`config.mk`:
```
export PLATFORM = sky130hd
export DESIGN_NAME = dicd_top
export DESIGN_NICKNAME = d
export VERILOG_FILES = /design/src/design/dicd_pkg.sv /design/src/design/dicd_lpf.sv /design/src/design/dicd_span.sv /design/src/design/dicd_top.sv
export SDC_FILE = /design/constraint.sdc
export NUM_CORES = 2
export LEC_CHECK = 0
export BUFFER_PORTS_ARGS = -buffer_cell sky130_fd_sc_hd__buf_4
export CAP_MARGIN = 20
export CORE_ASPECT_RATIO = 1.25
export CORE_UTILIZATION = 55
export DETAILED_ROUTE_END_ITERATION = 7
export PLACE_DENSITY = 0.68
export SYNTH_ARGS = -nofsm -noshare
export SYNTH_HDL_FRONTEND = slang
export SYNTH_SLANG_ARGS = --single-unit
```
`constraint.sdc`:
```
create_clock -name i_clk -period 14.74 [get_ports i_clk]
set_input_delay 0.737 -clock i_clk [delete_from_list [all_inputs] [get_ports i_clk]]
set_output_delay 0.737 -clock i_clk [all_outputs]
set_load 0.03 [all_outputs]
```
`src/design/dicd_pkg.sv`:
```
// What this block does
// - Scheme 0: a forward, b reverse, else stop.
// - Scheme 0: simultaneous requests, forward wins.
// - Scheme 0: first direction holds; releasing changes.
// - Scheme 1: a runs, b selects reverse.
// - Scheme 2: a runs, b permits starting.
// - Scheme 3: pulse a latches run, b clears.
// - Function 1: closed contact raises external fault.
// - Function 2: open contact raises external fault.
// - Function 3: closed contact permits starting.
// - Function 4: closed contact selects ramp set 2.
// - Function 5: closed reverses, only in scheme 3.
// - Function 6: closed contact selects jog reference.
// - Function 8: closed contact freezes the ramp.
// - Function 9: DC brake while stopped and closed.
// - Voltage range: full span or captured span.
// - Span limits load only by live capture.
// - Inversion maps maximum input to minimum speed.
// - Each analog input has configurable disturbance filter.
// - Current range: 0-20, 4-20 or captured.
// - Reference rescaled; scaling maximum zero disables.
// - Free analog selector: none, voltage, current.
package dicd_pkg;
	localparam logic [7:0] OFS_CTRL = 8'h00;
	localparam logic [7:0] OFS_FILT = 8'h04;
	localparam logic [7:0] OFS_CAPT = 8'h08;
	localparam logic [7:0] OFS_VSPAN = 8'h0c;
	localparam logic [7:0] OFS_ISPAN = 8'h10;
	localparam logic [7:0] OFS_FLIM = 8'h14;
	localparam logic [7:0] OFS_SCALE = 8'h18;
	localparam logic [7:0] OFS_JOG = 8'h1c;
	localparam logic [7:0] OFS_DCBR = 8'h20;
	localparam logic [7:0] OFS_STAT = 8'h24;
	localparam logic [7:0] OFS_REF = 8'h28;

	localparam int CTRL_SCHEME_LSB = 0;
	localparam int CTRL_CFUNC_LSB = 4;
	localparam int CTRL_VRANGE_BIT = 8;
	localparam int CTRL_IRANGE_LSB = 9;
	localparam int CTRL_VINV_BIT = 11;
	localparam int CTRL_IINV_BIT = 12;
	localparam int CTRL_REFSRC_BIT = 13;
	localparam int CTRL_FREE_LSB = 14;
	localparam int CAPT_VMIN_BIT = 0;
	localparam int CAPT_VMAX_BIT = 1;
	localparam int CAPT_IMIN_BIT = 2;
	localparam int CAPT_IMAX_BIT = 3;

	localparam logic [31:0] CTRL_RST = 32'h0000_0000;
	localparam logic [7:0] FILT_RST = 8'h33;
	localparam logic [31:0] FLIM_RST = 32'h01f4_0000;
	localparam logic [31:0] SCALE_RST = 32'h0000_0000;
	localparam logic [15:0] JOG_RST = 16'h0064;
	localparam logic [11:0] DCBR_RST = 12'h200;
	localparam logic [11:0] SPAN_MAX_RST = 12'hfff;

	localparam logic [11:0] AIN_FULL = 12'hfff;
	localparam logic [11:0] AIN_LIVE_ZERO = 12'h333;
	localparam logic [4:0] DIV_LAST = 5'h17;

	typedef enum logic [1:0]
	{
		DICD_DIR_IDLE = 2'b00,
		DICD_DIR_FWD = 2'b01,
		DICD_DIR_REV = 2'b11
	} dicd_dir_t;

	typedef struct packed
	{
		logic run;
		logic reverse;
		logic ext_fault;
		logic fault_reset;
		logic ramp_set2;
		logic ramp_hold;
		logic dc_brake;
		logic jog_sel;
	} dicd_cmd_t;

	typedef struct packed
	{
		logic [19:0] acc;
		logic valid;
	} dicd_lpf_st_t;

	typedef struct packed
	{
		logic busy;
		logic [4:0] cnt;
		logic [12:0] rem;
		logic [23:0] quo;
		logic [11:0] div;
		logic [11:0] norm;
		logic done;
	} dicd_span_st_t;
endpackage

```
`src/design/dicd_lpf.sv`:
```
module dicd_lpf
(
	input logic i_clk,
	input logic i_rst_b,
	input logic i_valid,
	input logic [11:0] i_x,
	input logic [3:0] i_shift,
	output logic o_valid,
	output logic [11:0] o_y
);
	dicd_pkg::dicd_lpf_st_t s_reg;
	dicd_pkg::dicd_lpf_st_t s_next;

	always_comb
	begin
		logic signed [20:0] diff;
		logic signed [20:0] step;
		diff = '0;
		step = '0;
		s_next = s_reg;
		s_next.valid = i_valid;
		if (i_valid)
		begin
			diff = $signed({1'b0, i_x, 8'h00}) - $signed({1'b0, s_reg.acc});
			step = diff >>> i_shift;
			s_next.acc = s_reg.acc + step[19:0];
		end
	end

	always_ff @(posedge i_clk or negedge i_rst_b)
	begin
		if (!i_rst_b)
			s_reg <= '0;
		else
			s_reg <= s_next;
	end

	assign o_valid = s_reg.valid;
	assign o_y = s_reg.acc[19:8];
endmodule

```
`src/design/dicd_span.sv`:
```
module dicd_span
(
	input logic i_clk,
	input logic i_rst_b,
	input logic i_start,
	input logic [11:0] i_raw,
	input logic [11:0] i_lo,
	input logic [11:0] i_hi,
	output logic o_done,
	output logic [11:0] o_norm
);
	dicd_pkg::dicd_span_st_t s_reg;
	dicd_pkg::dicd_span_st_t s_next;

	always_comb
	begin
		logic [11:0] diff;
		logic [12:0] t;
		logic [23:0] q;
		diff = i_raw - i_lo;
		t = '0;
		q = '0;
		s_next = s_reg;
		s_next.done = 1'b0;
		// Inputs outside the span clamp at once; others divide serially.
		if (i_start && !s_reg.busy)
		begin
			if (i_raw <= i_lo)
			begin
				s_next.norm = '0;
				s_next.done = 1'b1;
			end
			else if (i_raw >= i_hi)
			begin
				s_next.norm = dicd_pkg::AIN_FULL;
				s_next.done = 1'b1;
			end
			else
			begin
				s_next.busy = 1'b1;
				s_next.cnt = '0;
				s_next.rem = '0;
				s_next.quo = diff * dicd_pkg::AIN_FULL;
				s_next.div = i_hi - i_lo;
			end
		end
		else if (s_reg.busy)
		begin
			t = {s_reg.rem[11:0], s_reg.quo[23]};
			q = {s_reg.quo[22:0], 1'b0};
			if (t >= {1'b0, s_reg.div})
			begin
				t = t - {1'b0, s_reg.div};
				q[0] = 1'b1;
			end
			s_next.rem = t;
			s_next.quo = q;
			s_next.cnt = s_reg.cnt + 5'h01;
			if (s_reg.cnt == dicd_pkg::DIV_LAST)
			begin
				s_next.busy = 1'b0;
				s_next.done = 1'b1;
				s_next.norm = q[11:0];
			end
		end
	end

	always_ff @(posedge i_clk or negedge i_rst_b)
	begin
		if (!i_rst_b)
			s_reg <= '0;
		else
			s_reg <= s_next;
	end

	assign o_done = s_reg.done;
	assign o_norm = s_reg.norm;
endmodule

```
`src/design/dicd_top.sv`:
```
// The placing of the registers and the Wishbone interface to the registers are this design's own decisions.
module dicd_top
(
	input logic i_clk,
	input logic i_rst_b,
	input logic i_wb_cyc,
	input logic i_wb_stb,
	input logic i_wb_we,
	input logic [7:0] i_wb_adr,
	input logic [3:0] i_wb_sel,
	input logic [31:0] i_wb_dat,
	output logic [31:0] o_wb_dat,
	output logic o_wb_ack,
	input logic i_start_input_a,
	input logic i_start_input_b,
	input logic i_programmable_input_c,
	input logic i_motor_stopped,
	input logic i_adc_valid,
	input logic [11:0] i_voltage_reference_input,
	input logic [11:0] i_current_reference_input,
	output dicd_pkg::dicd_cmd_t o_cmd,
	output logic [11:0] o_dc_brake_current,
	output logic [15:0] o_freq_ref,
	output logic [11:0] o_free_analog
);
	typedef struct packed
	{
		logic [31:0] ctrl;
		logic [7:0] filt;
		logic [11:0] vmin;
		logic [11:0] vmax;
		logic [11:0] imin;
		logic [11:0] imax;
		logic [31:0] flim;
		logic [31:0] scale;
		logic [15:0] jog;
		logic [11:0] dcbr;
		dicd_pkg::dicd_dir_t dir;
		logic latch3;
		logic a_q;
		logic b_q;
		logic c_q;
		logic [11:0] vnorm;
		logic [11:0] inorm;
		logic [15:0] ref_out;
		logic [11:0] free;
		dicd_pkg::dicd_cmd_t cmd;
		logic [11:0] brake_cur;
		logic ack;
		logic [31:0] rdata;
	} dicd_state_t;

	localparam dicd_state_t STATE_RST = '{
		ctrl: dicd_pkg::CTRL_RST,
		filt: dicd_pkg::FILT_RST,
		vmin: 12'h000,
		vmax: dicd_pkg::SPAN_MAX_RST,
		imin: 12'h000,
		imax: dicd_pkg::SPAN_MAX_RST,
		flim: dicd_pkg::FLIM_RST,
		scale: dicd_pkg::SCALE_RST,
		jog: dicd_pkg::JOG_RST,
		dcbr: dicd_pkg::DCBR_RST,
		dir: dicd_pkg::DICD_DIR_IDLE,
		latch3: 1'b0,
		a_q: 1'b0,
		b_q: 1'b0,
		c_q: 1'b0,
		vnorm: 12'h000,
		inorm: 12'h000,
		ref_out: 16'h0000,
		free: 12'h000,
		cmd: '0,
		brake_cur: 12'h000,
		ack: 1'b0,
		rdata: 32'h0000_0000
	};

	dicd_state_t s_reg;
	dicd_state_t s_next;

	logic vf_valid;
	logic if_valid;
	logic [11:0] vf_y;
	logic [11:0] if_y;
	logic vs_done;
	logic is_done;
	logic [11:0] vs_norm;
	logic [11:0] is_norm;
	logic [11:0] v_lo;
	logic [11:0] v_hi;
	logic [11:0] i_lo;
	logic [11:0] i_hi;

	// Byte-lane merge of a write into a stored word.
	function automatic logic [31:0] wr_merge(input logic [31:0] old, input logic [31:0] dat, input logic [3:0] sel);
		logic [31:0] r;
		r = old;
		for (int k = 0; k < 4; k++)
		begin
			if (sel[k])
				r[8*k +: 8] = dat[8*k +: 8];
		end
		return r;
	endfunction

	dicd_lpf u_vfilt
	(
		.i_clk(i_clk),
		.i_rst_b(i_rst_b),
		.i_valid(i_adc_valid),
		.i_x(i_voltage_reference_input),
		.i_shift(s_reg.filt[3:0]),
		.o_valid(vf_valid),
		.o_y(vf_y)
	);

	dicd_lpf u_ifilt
	(
		.i_clk(i_clk),
		.i_rst_b(i_rst_b),
		.i_valid(i_adc_valid),
		.i_x(i_current_reference_input),
		.i_shift(s_reg.filt[7:4]),
		.o_valid(if_valid),
		.o_y(if_y)
	);

	localparam int CTRL_VRANGE_IDX = dicd_pkg::CTRL_VRANGE_BIT;

	assign v_lo = s_reg.ctrl[CTRL_VRANGE_IDX] ? s_reg.vmin : 12'h000;
	assign v_hi = s_reg.ctrl[CTRL_VRANGE_IDX] ? s_reg.vmax : dicd_pkg::AIN_FULL;

	always_comb
	begin
		case (s_reg.ctrl[dicd_pkg::CTRL_IRANGE_LSB +: 2])
			2'h1:
			begin
				i_lo = dicd_pkg::AIN_LIVE_ZERO;
				i_hi = dicd_pkg::AIN_FULL;
			end
			2'h2:
			begin
				i_lo = s_reg.imin;
				i_hi = s_reg.imax;
			end
			default:
			begin
				i_lo = 12'h000;
				i_hi = dicd_pkg::AIN_FULL;
			end
		endcase
	end

	dicd_span u_vspan
	(
		.i_clk(i_clk),
		.i_rst_b(i_rst_b),
		.i_start(vf_valid),
		.i_raw(vf_y),
		.i_lo(v_lo),
		.i_hi(v_hi),
		.o_done(vs_done),
		.o_norm(vs_norm)
	);

	dicd_span u_ispan
	(
		.i_clk(i_clk),
		.i_rst_b(i_rst_b),
		.i_start(if_valid),
		.i_raw(if_y),
		.i_lo(i_lo),
		.i_hi(i_hi),
		.o_done(is_done),
		.o_norm(is_norm)
	);

	always_comb
	begin
		logic req;
		logic a;
		logic b;
		logic c;
		logic [1:0] scheme;
		logic [3:0] cfunc;
		logic ext_fault;
		logic permit;
		logic cmd_run;
		logic cmd_rev;
		logic run_next;
		logic [11:0] norm;
		logic [15:0] lo;
		logic [15:0] hi;
		logic [15:0] span;
		logic [27:0] prod;
		req = i_wb_cyc && i_wb_stb && !s_reg.ack;
		a = i_start_input_a;
		b = i_start_input_b;
		c = i_programmable_input_c;
		scheme = s_reg.ctrl[dicd_pkg::CTRL_SCHEME_LSB +: 2];
		cfunc = s_reg.ctrl[dicd_pkg::CTRL_CFUNC_LSB +: 4];
		ext_fault = 1'b0;
		permit = 1'b1;
		cmd_run = 1'b0;
		cmd_rev = 1'b0;
		run_next = 1'b0;
		norm = '0;
		lo = '0;
		hi = '0;
		span = '0;
		prod = '0;
		s_next = s_reg;
		s_next.a_q = a;
		s_next.b_q = b;
		s_next.c_q = c;

		// Bus slave: one-cycle registered acknowledge, unmapped reads give zero.
		s_next.ack = req;
		s_next.rdata = '0;
		if (req && i_wb_we)
		begin
			if (i_wb_adr == dicd_pkg::OFS_CTRL)
				s_next.ctrl = wr_merge(s_reg.ctrl, i_wb_dat, i_wb_sel);
			else if (i_wb_adr == dicd_pkg::OFS_FILT)
				s_next.filt = 8'(wr_merge({24'h0, s_reg.filt}, i_wb_dat, i_wb_sel));
			else if (i_wb_adr == dicd_pkg::OFS_CAPT && i_wb_sel[0])
			begin
				if (i_wb_dat[dicd_pkg::CAPT_VMIN_BIT])
					s_next.vmin = i_voltage_reference_input;
				if (i_wb_dat[dicd_pkg::CAPT_VMAX_BIT])
					s_next.vmax = i_voltage_reference_input;
				if (i_wb_dat[dicd_pkg::CAPT_IMIN_BIT])
					s_next.imin = i_current_reference_input;
				if (i_wb_dat[dicd_pkg::CAPT_IMAX_BIT])
					s_next.imax = i_current_reference_input;
			end
			else if (i_wb_adr == dicd_pkg::OFS_FLIM)
				s_next.flim = wr_merge(s_reg.flim, i_wb_dat, i_wb_sel);
			else if (i_wb_adr == dicd_pkg::OFS_SCALE)
				s_next.scale = wr_merge(s_reg.scale, i_wb_dat, i_wb_sel);
			else if (i_wb_adr == dicd_pkg::OFS_JOG)
				s_next.jog = 16'(wr_merge({16'h0, s_reg.jog}, i_wb_dat, i_wb_sel));
			else if (i_wb_adr == dicd_pkg::OFS_DCBR)
				s_next.dcbr = 12'(wr_merge({20'h0, s_reg.dcbr}, i_wb_dat, i_wb_sel));
		end
		else if (req)
		begin
			if (i_wb_adr == dicd_pkg::OFS_CTRL)
				s_next.rdata = s_reg.ctrl;
			else if (i_wb_adr == dicd_pkg::OFS_FILT)
				s_next.rdata = {24'h0, s_reg.filt};
			else if (i_wb_adr == dicd_pkg::OFS_VSPAN)
				s_next.rdata = {4'h0, s_reg.vmax, 4'h0, s_reg.vmin};
			else if (i_wb_adr == dicd_pkg::OFS_ISPAN)
				s_next.rdata = {4'h0, s_reg.imax, 4'h0, s_reg.imin};
			else if (i_wb_adr == dicd_pkg::OFS_FLIM)
				s_next.rdata = s_reg.flim;
			else if (i_wb_adr == dicd_pkg::OFS_SCALE)
				s_next.rdata = s_reg.scale;
			else if (i_wb_adr == dicd_pkg::OFS_JOG)
				s_next.rdata = {16'h0, s_reg.jog};
			else if (i_wb_adr == dicd_pkg::OFS_DCBR)
				s_next.rdata = {20'h0, s_reg.dcbr};
			else if (i_wb_adr == dicd_pkg::OFS_STAT)
				s_next.rdata = {21'h0, s_reg.latch3, s_reg.dir, s_reg.cmd};
			else if (i_wb_adr == dicd_pkg::OFS_REF)
				s_next.rdata = {4'h0, s_reg.free, s_reg.ref_out};
		end

		if (cfunc == 4'h1 && c)
			ext_fault = 1'b1;
		if (cfunc == 4'h2 && !c)
			ext_fault = 1'b1;
		if (cfunc == 4'h3)
			permit = c;

		case (scheme)
			2'h0:
			begin
				case (s_reg.dir)
					dicd_pkg::DICD_DIR_FWD:
						s_next.dir = a ? dicd_pkg::DICD_DIR_FWD : (b ? dicd_pkg::DICD_DIR_REV : dicd_pkg::DICD_DIR_IDLE);
					dicd_pkg::DICD_DIR_REV:
						s_next.dir = b ? dicd_pkg::DICD_DIR_REV : (a ? dicd_pkg::DICD_DIR_FWD : dicd_pkg::DICD_DIR_IDLE);
					default:
						s_next.dir = a ? dicd_pkg::DICD_DIR_FWD : (b ? dicd_pkg::DICD_DIR_REV : dicd_pkg::DICD_DIR_IDLE);
				endcase
				cmd_run = s_next.dir != dicd_pkg::DICD_DIR_IDLE;
				cmd_rev = s_next.dir == dicd_pkg::DICD_DIR_REV;
			end
			2'h1:
			begin
				cmd_run = a;
				cmd_rev = b;
			end
			2'h2:
			begin
				cmd_run = a;
				permit = permit && b;
			end
			default:
			begin
				if (b && !s_reg.b_q)
					s_next.latch3 = 1'b0;
				else if (a && !s_reg.a_q)
					s_next.latch3 = 1'b1;
				cmd_run = s_next.latch3;
				cmd_rev = cfunc == 4'h5 && c;
			end
		endcase
		if (scheme != 2'h0)
			s_next.dir = dicd_pkg::DICD_DIR_IDLE;
		if (scheme != 2'h3)
			s_next.latch3 = 1'b0;

		if (ext_fault)
		begin
			s_next.dir = dicd_pkg::DICD_DIR_IDLE;
			s_next.latch3 = 1'b0;
		end
		run_next = cmd_run && !ext_fault && (s_reg.cmd.run || permit);

		s_next.cmd.run = run_next;
		s_next.cmd.reverse = run_next && cmd_rev;
		s_next.cmd.ext_fault = ext_fault;
		s_next.cmd.fault_reset = cfunc == 4'h7 && c && !s_reg.c_q;
		s_next.cmd.ramp_set2 = cfunc == 4'h4 && c;
		s_next.cmd.ramp_hold = cfunc == 4'h8 && c;
		s_next.cmd.jog_sel = cfunc == 4'h6 && c;
		s_next.cmd.dc_brake = cfunc == 4'h9 && c && i_motor_stopped && !run_next;
		s_next.brake_cur = s_next.cmd.dc_brake ? s_reg.dcbr : 12'h000;

		if (vs_done)
			s_next.vnorm = s_reg.ctrl[dicd_pkg::CTRL_VINV_BIT] ? dicd_pkg::AIN_FULL - vs_norm : vs_norm;
		if (is_done)
			s_next.inorm = s_reg.ctrl[dicd_pkg::CTRL_IINV_BIT] ? dicd_pkg::AIN_FULL - is_norm : is_norm;

		norm = s_reg.ctrl[dicd_pkg::CTRL_REFSRC_BIT] ? s_reg.vnorm : s_reg.inorm;
		if (s_reg.scale[31:16] != 16'h0000)
		begin
			lo = s_reg.scale[15:0];
			hi = s_reg.scale[31:16];
		end
		else
		begin
			lo = s_reg.flim[15:0];
			hi = s_reg.flim[31:16];
		end
		span = (hi > lo) ? hi - lo : 16'h0000;
		prod = norm * span;
		s_next.ref_out = lo + prod[27:12];
		if (s_next.cmd.jog_sel)
			s_next.ref_out = s_reg.jog;

		case (s_reg.ctrl[dicd_pkg::CTRL_FREE_LSB +: 2])
			2'h1:
				s_next.free = s_reg.vnorm;
			2'h2:
				s_next.free = s_reg.inorm;
			default:
				s_next.free = 12'h000;
		endcase
	end

	always_ff @(posedge i_clk or negedge i_rst_b)
	begin
		if (!i_rst_b)
			s_reg <= STATE_RST;
		else
			s_reg <= s_next;
	end

	assign o_wb_ack = s_reg.ack;
	assign o_wb_dat = s_reg.rdata;
	assign o_cmd = s_reg.cmd;
	assign o_dc_brake_current = s_reg.brake_cur;
	assign o_freq_ref = s_reg.ref_out;
	assign o_free_analog = s_reg.free;
endmodule

```
==> results_dict.tcl <==
set metrics [dict create \
    fill_cells 6597 \
    report.final.setup_viol 0 \
    dp.cells 5371 \
    clk_pin_slew_worst_paths_ns 0.07 \
    drcViolationCount 0 \
    initial_utilization_pct 55.7 \
    slew_violations 0 \
    cts_setup_buffers 0 \
    hpwl_um 91200 \
    cts.hold.buffers_added 0 \
    worstSkewPairLatency_ns 0.66 \
    die_w_um 248 \
    yosys-top-cells-area "dfrtp_1 (26%), fa_1 (14%), ha_1 (11%)" \
    tightest_slew_ns 1.12 \
    cts_buffer_depth 3 \
    tns_ns 0 \
    cts.sinks 466 \
    design.core.area_mm2 0.0748 \
    rows 112 \
    crit_top_cell "fa_1" \
    wl_per_cell_um 21.0 \
    final.setup.worst_slack_ns 2.73 \
    worst_setup_path_start_kind "flip-flop" \
    ant_nets 0 \
    grt_overflow_total 0 \
    synthCells 4438 \
    status "finished, final reports clean" \
    worst_ep_arrival_time_ns 12.59 \
    portBuffers 158 \
    end_kind "flip-flop" \
    min_period_ns 12.01 \
    drt_iter0_markers 2339 \
    finalCritPeriodShare_pct 81.5 \
    crit_slowest_cell "or4_1" \
    finalHoldViolCount 0 \
    fin_nets 5189 \
    hold_path.class "in2async" \
    root_buffer "clkbuf_16" \
    vias 31800 \
    wl_um 115000 \
    synth_edf_count 0 \
    synthFlopType "dfrtp_1" \
    antenna_found_initial 5 \
    instances_no_fill 5472 \
    syn_area_mm2 0.0417 \
    largest_register_ffs 210 \
    grt_pass1_wl_um 179000 \
    cp.required_ns 15.32 \
    path_class "reg2reg" \
    syn_area_per_cell_um2 9.39 \
    grt_max_degree 168 \
    ios 159 \
    fmax_ghz 0.0833 \
    gp_congestion 0.979 \
    yosysTopAreaCell "dfrtp_1" \
    cap_violations 0 \
    preCtsSetupSlack_ns 2.79 \
    final.setup_skew_ns 0.0517 \
    viasPerCell 5.81 \
    post_cts_resized 0 \
    htreeDepth 2 \
    syn_to_final_growth_pct 8.10 \
    async_reset_ff_share_pct 100 \
    relSlewSlack_pct 24.8 \
    grt_pass1_vias 31500 \
    yosys.area.top_type_share_pct 25.7 \
    hold_ws_ns 0.141 \
    crit_path_max_incr_delay_ns 0.96 \
    synth_seq_cells 466 \
    drt-pass1-iter-count 6 \
    cts_inserted_buffers 52 \
    cts_tree "built" \
    synth-seq-area-share_pct 28.1 \
    ys_warn_count 0 \
    layout-drive-gt1-share_pct 13.1 \
    syn_nets 5171 \
    dieHeight_um 310 \
    synth_cell_types 85 \
    rrSetupSlack_ns 2.73 \
    dieArea_mm2 0.0769 \
    rsz0062_at_grt "false" \
    critical_path.max_fanout 29 \
    grt.total_usage_pct 30.4 \
]
==> worst max-delay path: cells and delay by family, from the launching register on <==
kind	cells	cell delay (ns)
adders and majority gates	8	3.68
AOI/OAI and AO/OA	13	2.80
xor gates and xnor gates	2	0.54
buffers and inverters	4	0.59
and+or+nand+nor	10	3.19
muxes	2	0.68
DFF	1	0.40
==> cells in the final DEF, fill, tap and decap left out, drive strengths merged, types with 15 or more instances in the layout <==
cell,count
ha,366
nand2b,53
dfrtp,428
a22oi,78
a31oi,29
clkbuf,72
nor3,56
a21oi,243
xor2,56
and3,15
inv,568
o21bai,53
xnor2,152
dfstp,38
a211oi,34
o21ai,224
nor2b,30
buf,199
mux2,220
clkinv,17
nor2,234
fa,289
mux2i,107
and2,65
a21o,93
o21a,25
nand3,51
nand2,461
nand4,19
==> final cells by class <==
cell class | instances | area [µm²] | area share, %
antenna | 3 | 7.51 | 0.0167
multi-input combinational | 3171 | 26700 | 59.2
sequential | 466 | 11700 | 26.0
inverter | 566 | 2120 | 4.72
timing repair buffer | 199 | 1510 | 3.36
clock buffer | 72 | 1470 | 3.25
tap | 969 | 1210 | 2.69
clock inverter | 26 | 333 | 0.739
==> cell usage after synthesis, types with 51 or more instances <==
cell,instances
ha_1,366
inv_1,563
o21bai_1,53
xnor2_1,152
nand3_1,51
mux2_2,219
mux2i_1,106
buf_4,80
nor3_1,56
o21ai_0,221
a21o_1,93
a22oi_1,78
xor2_1,56
fa_1,289
nand2b_1,53
clkbuf_1,146
nor2_1,234
a21oi_1,243
and2_1,64
nand2_1,461
dfrtp_1,428
==> layer usage <==
layer	track usage (%)	vias to the layer above	routed length, µm
met3	3.60	231	5180
met5	0	-	37
met2	51.4	785	56300
met1	38.8	15800	47800
li1	-	15000	-
met4	14.0	6	5600
==> worst paths after layout <==
check | start | cells past startpoint | to
worst max-delay path | s_reg[161] | 39 | o_freq_ref[15]
worst min-delay path | i_rst_b | 1 | u_vspan.s_reg[39]
worst max register to register | s_reg[161] | 39 | o_freq_ref[15]
worst min register to register | s_reg[105] | 1 | o_cmd[4]
max in group asynchronous | i_rst_b | 4 | s_reg[169]
min in group i_clk | i_start_input_a | 1 | s_reg[107]
==> logic make-up after synthesis <==
| logic type | count (synthesis) | share of synthesized area (%) |
|---|---|---|
| flip-flops | 466 | 28.1 |
| AND/OR/NAND/NOR | 1047 | 11.4 |
| AO/OA/AOI/OAI | 918 | 14.0 |
| XOR/XNOR | 209 | 4.42 |
| multiplexers | 339 | 9.19 |
| buffers and inverters | 801 | 7.95 |
| adder cells (fa/ha/maj) | 658 | 24.9 |
==> stage by stage <==
step | instance area (µm²) | util [%]
floorplan | 41700 | -
global placement | 43300 | 57.8
detailed placement | 43300 | 57.8
CTS | 45000 | 60.2
global route | 45100 | 60.2
finish | 45100 | 60.2
Power is left out: the tool's default activity adds up to more than one toggle a clock period on the data nets, which glitch-free logic cannot reach.
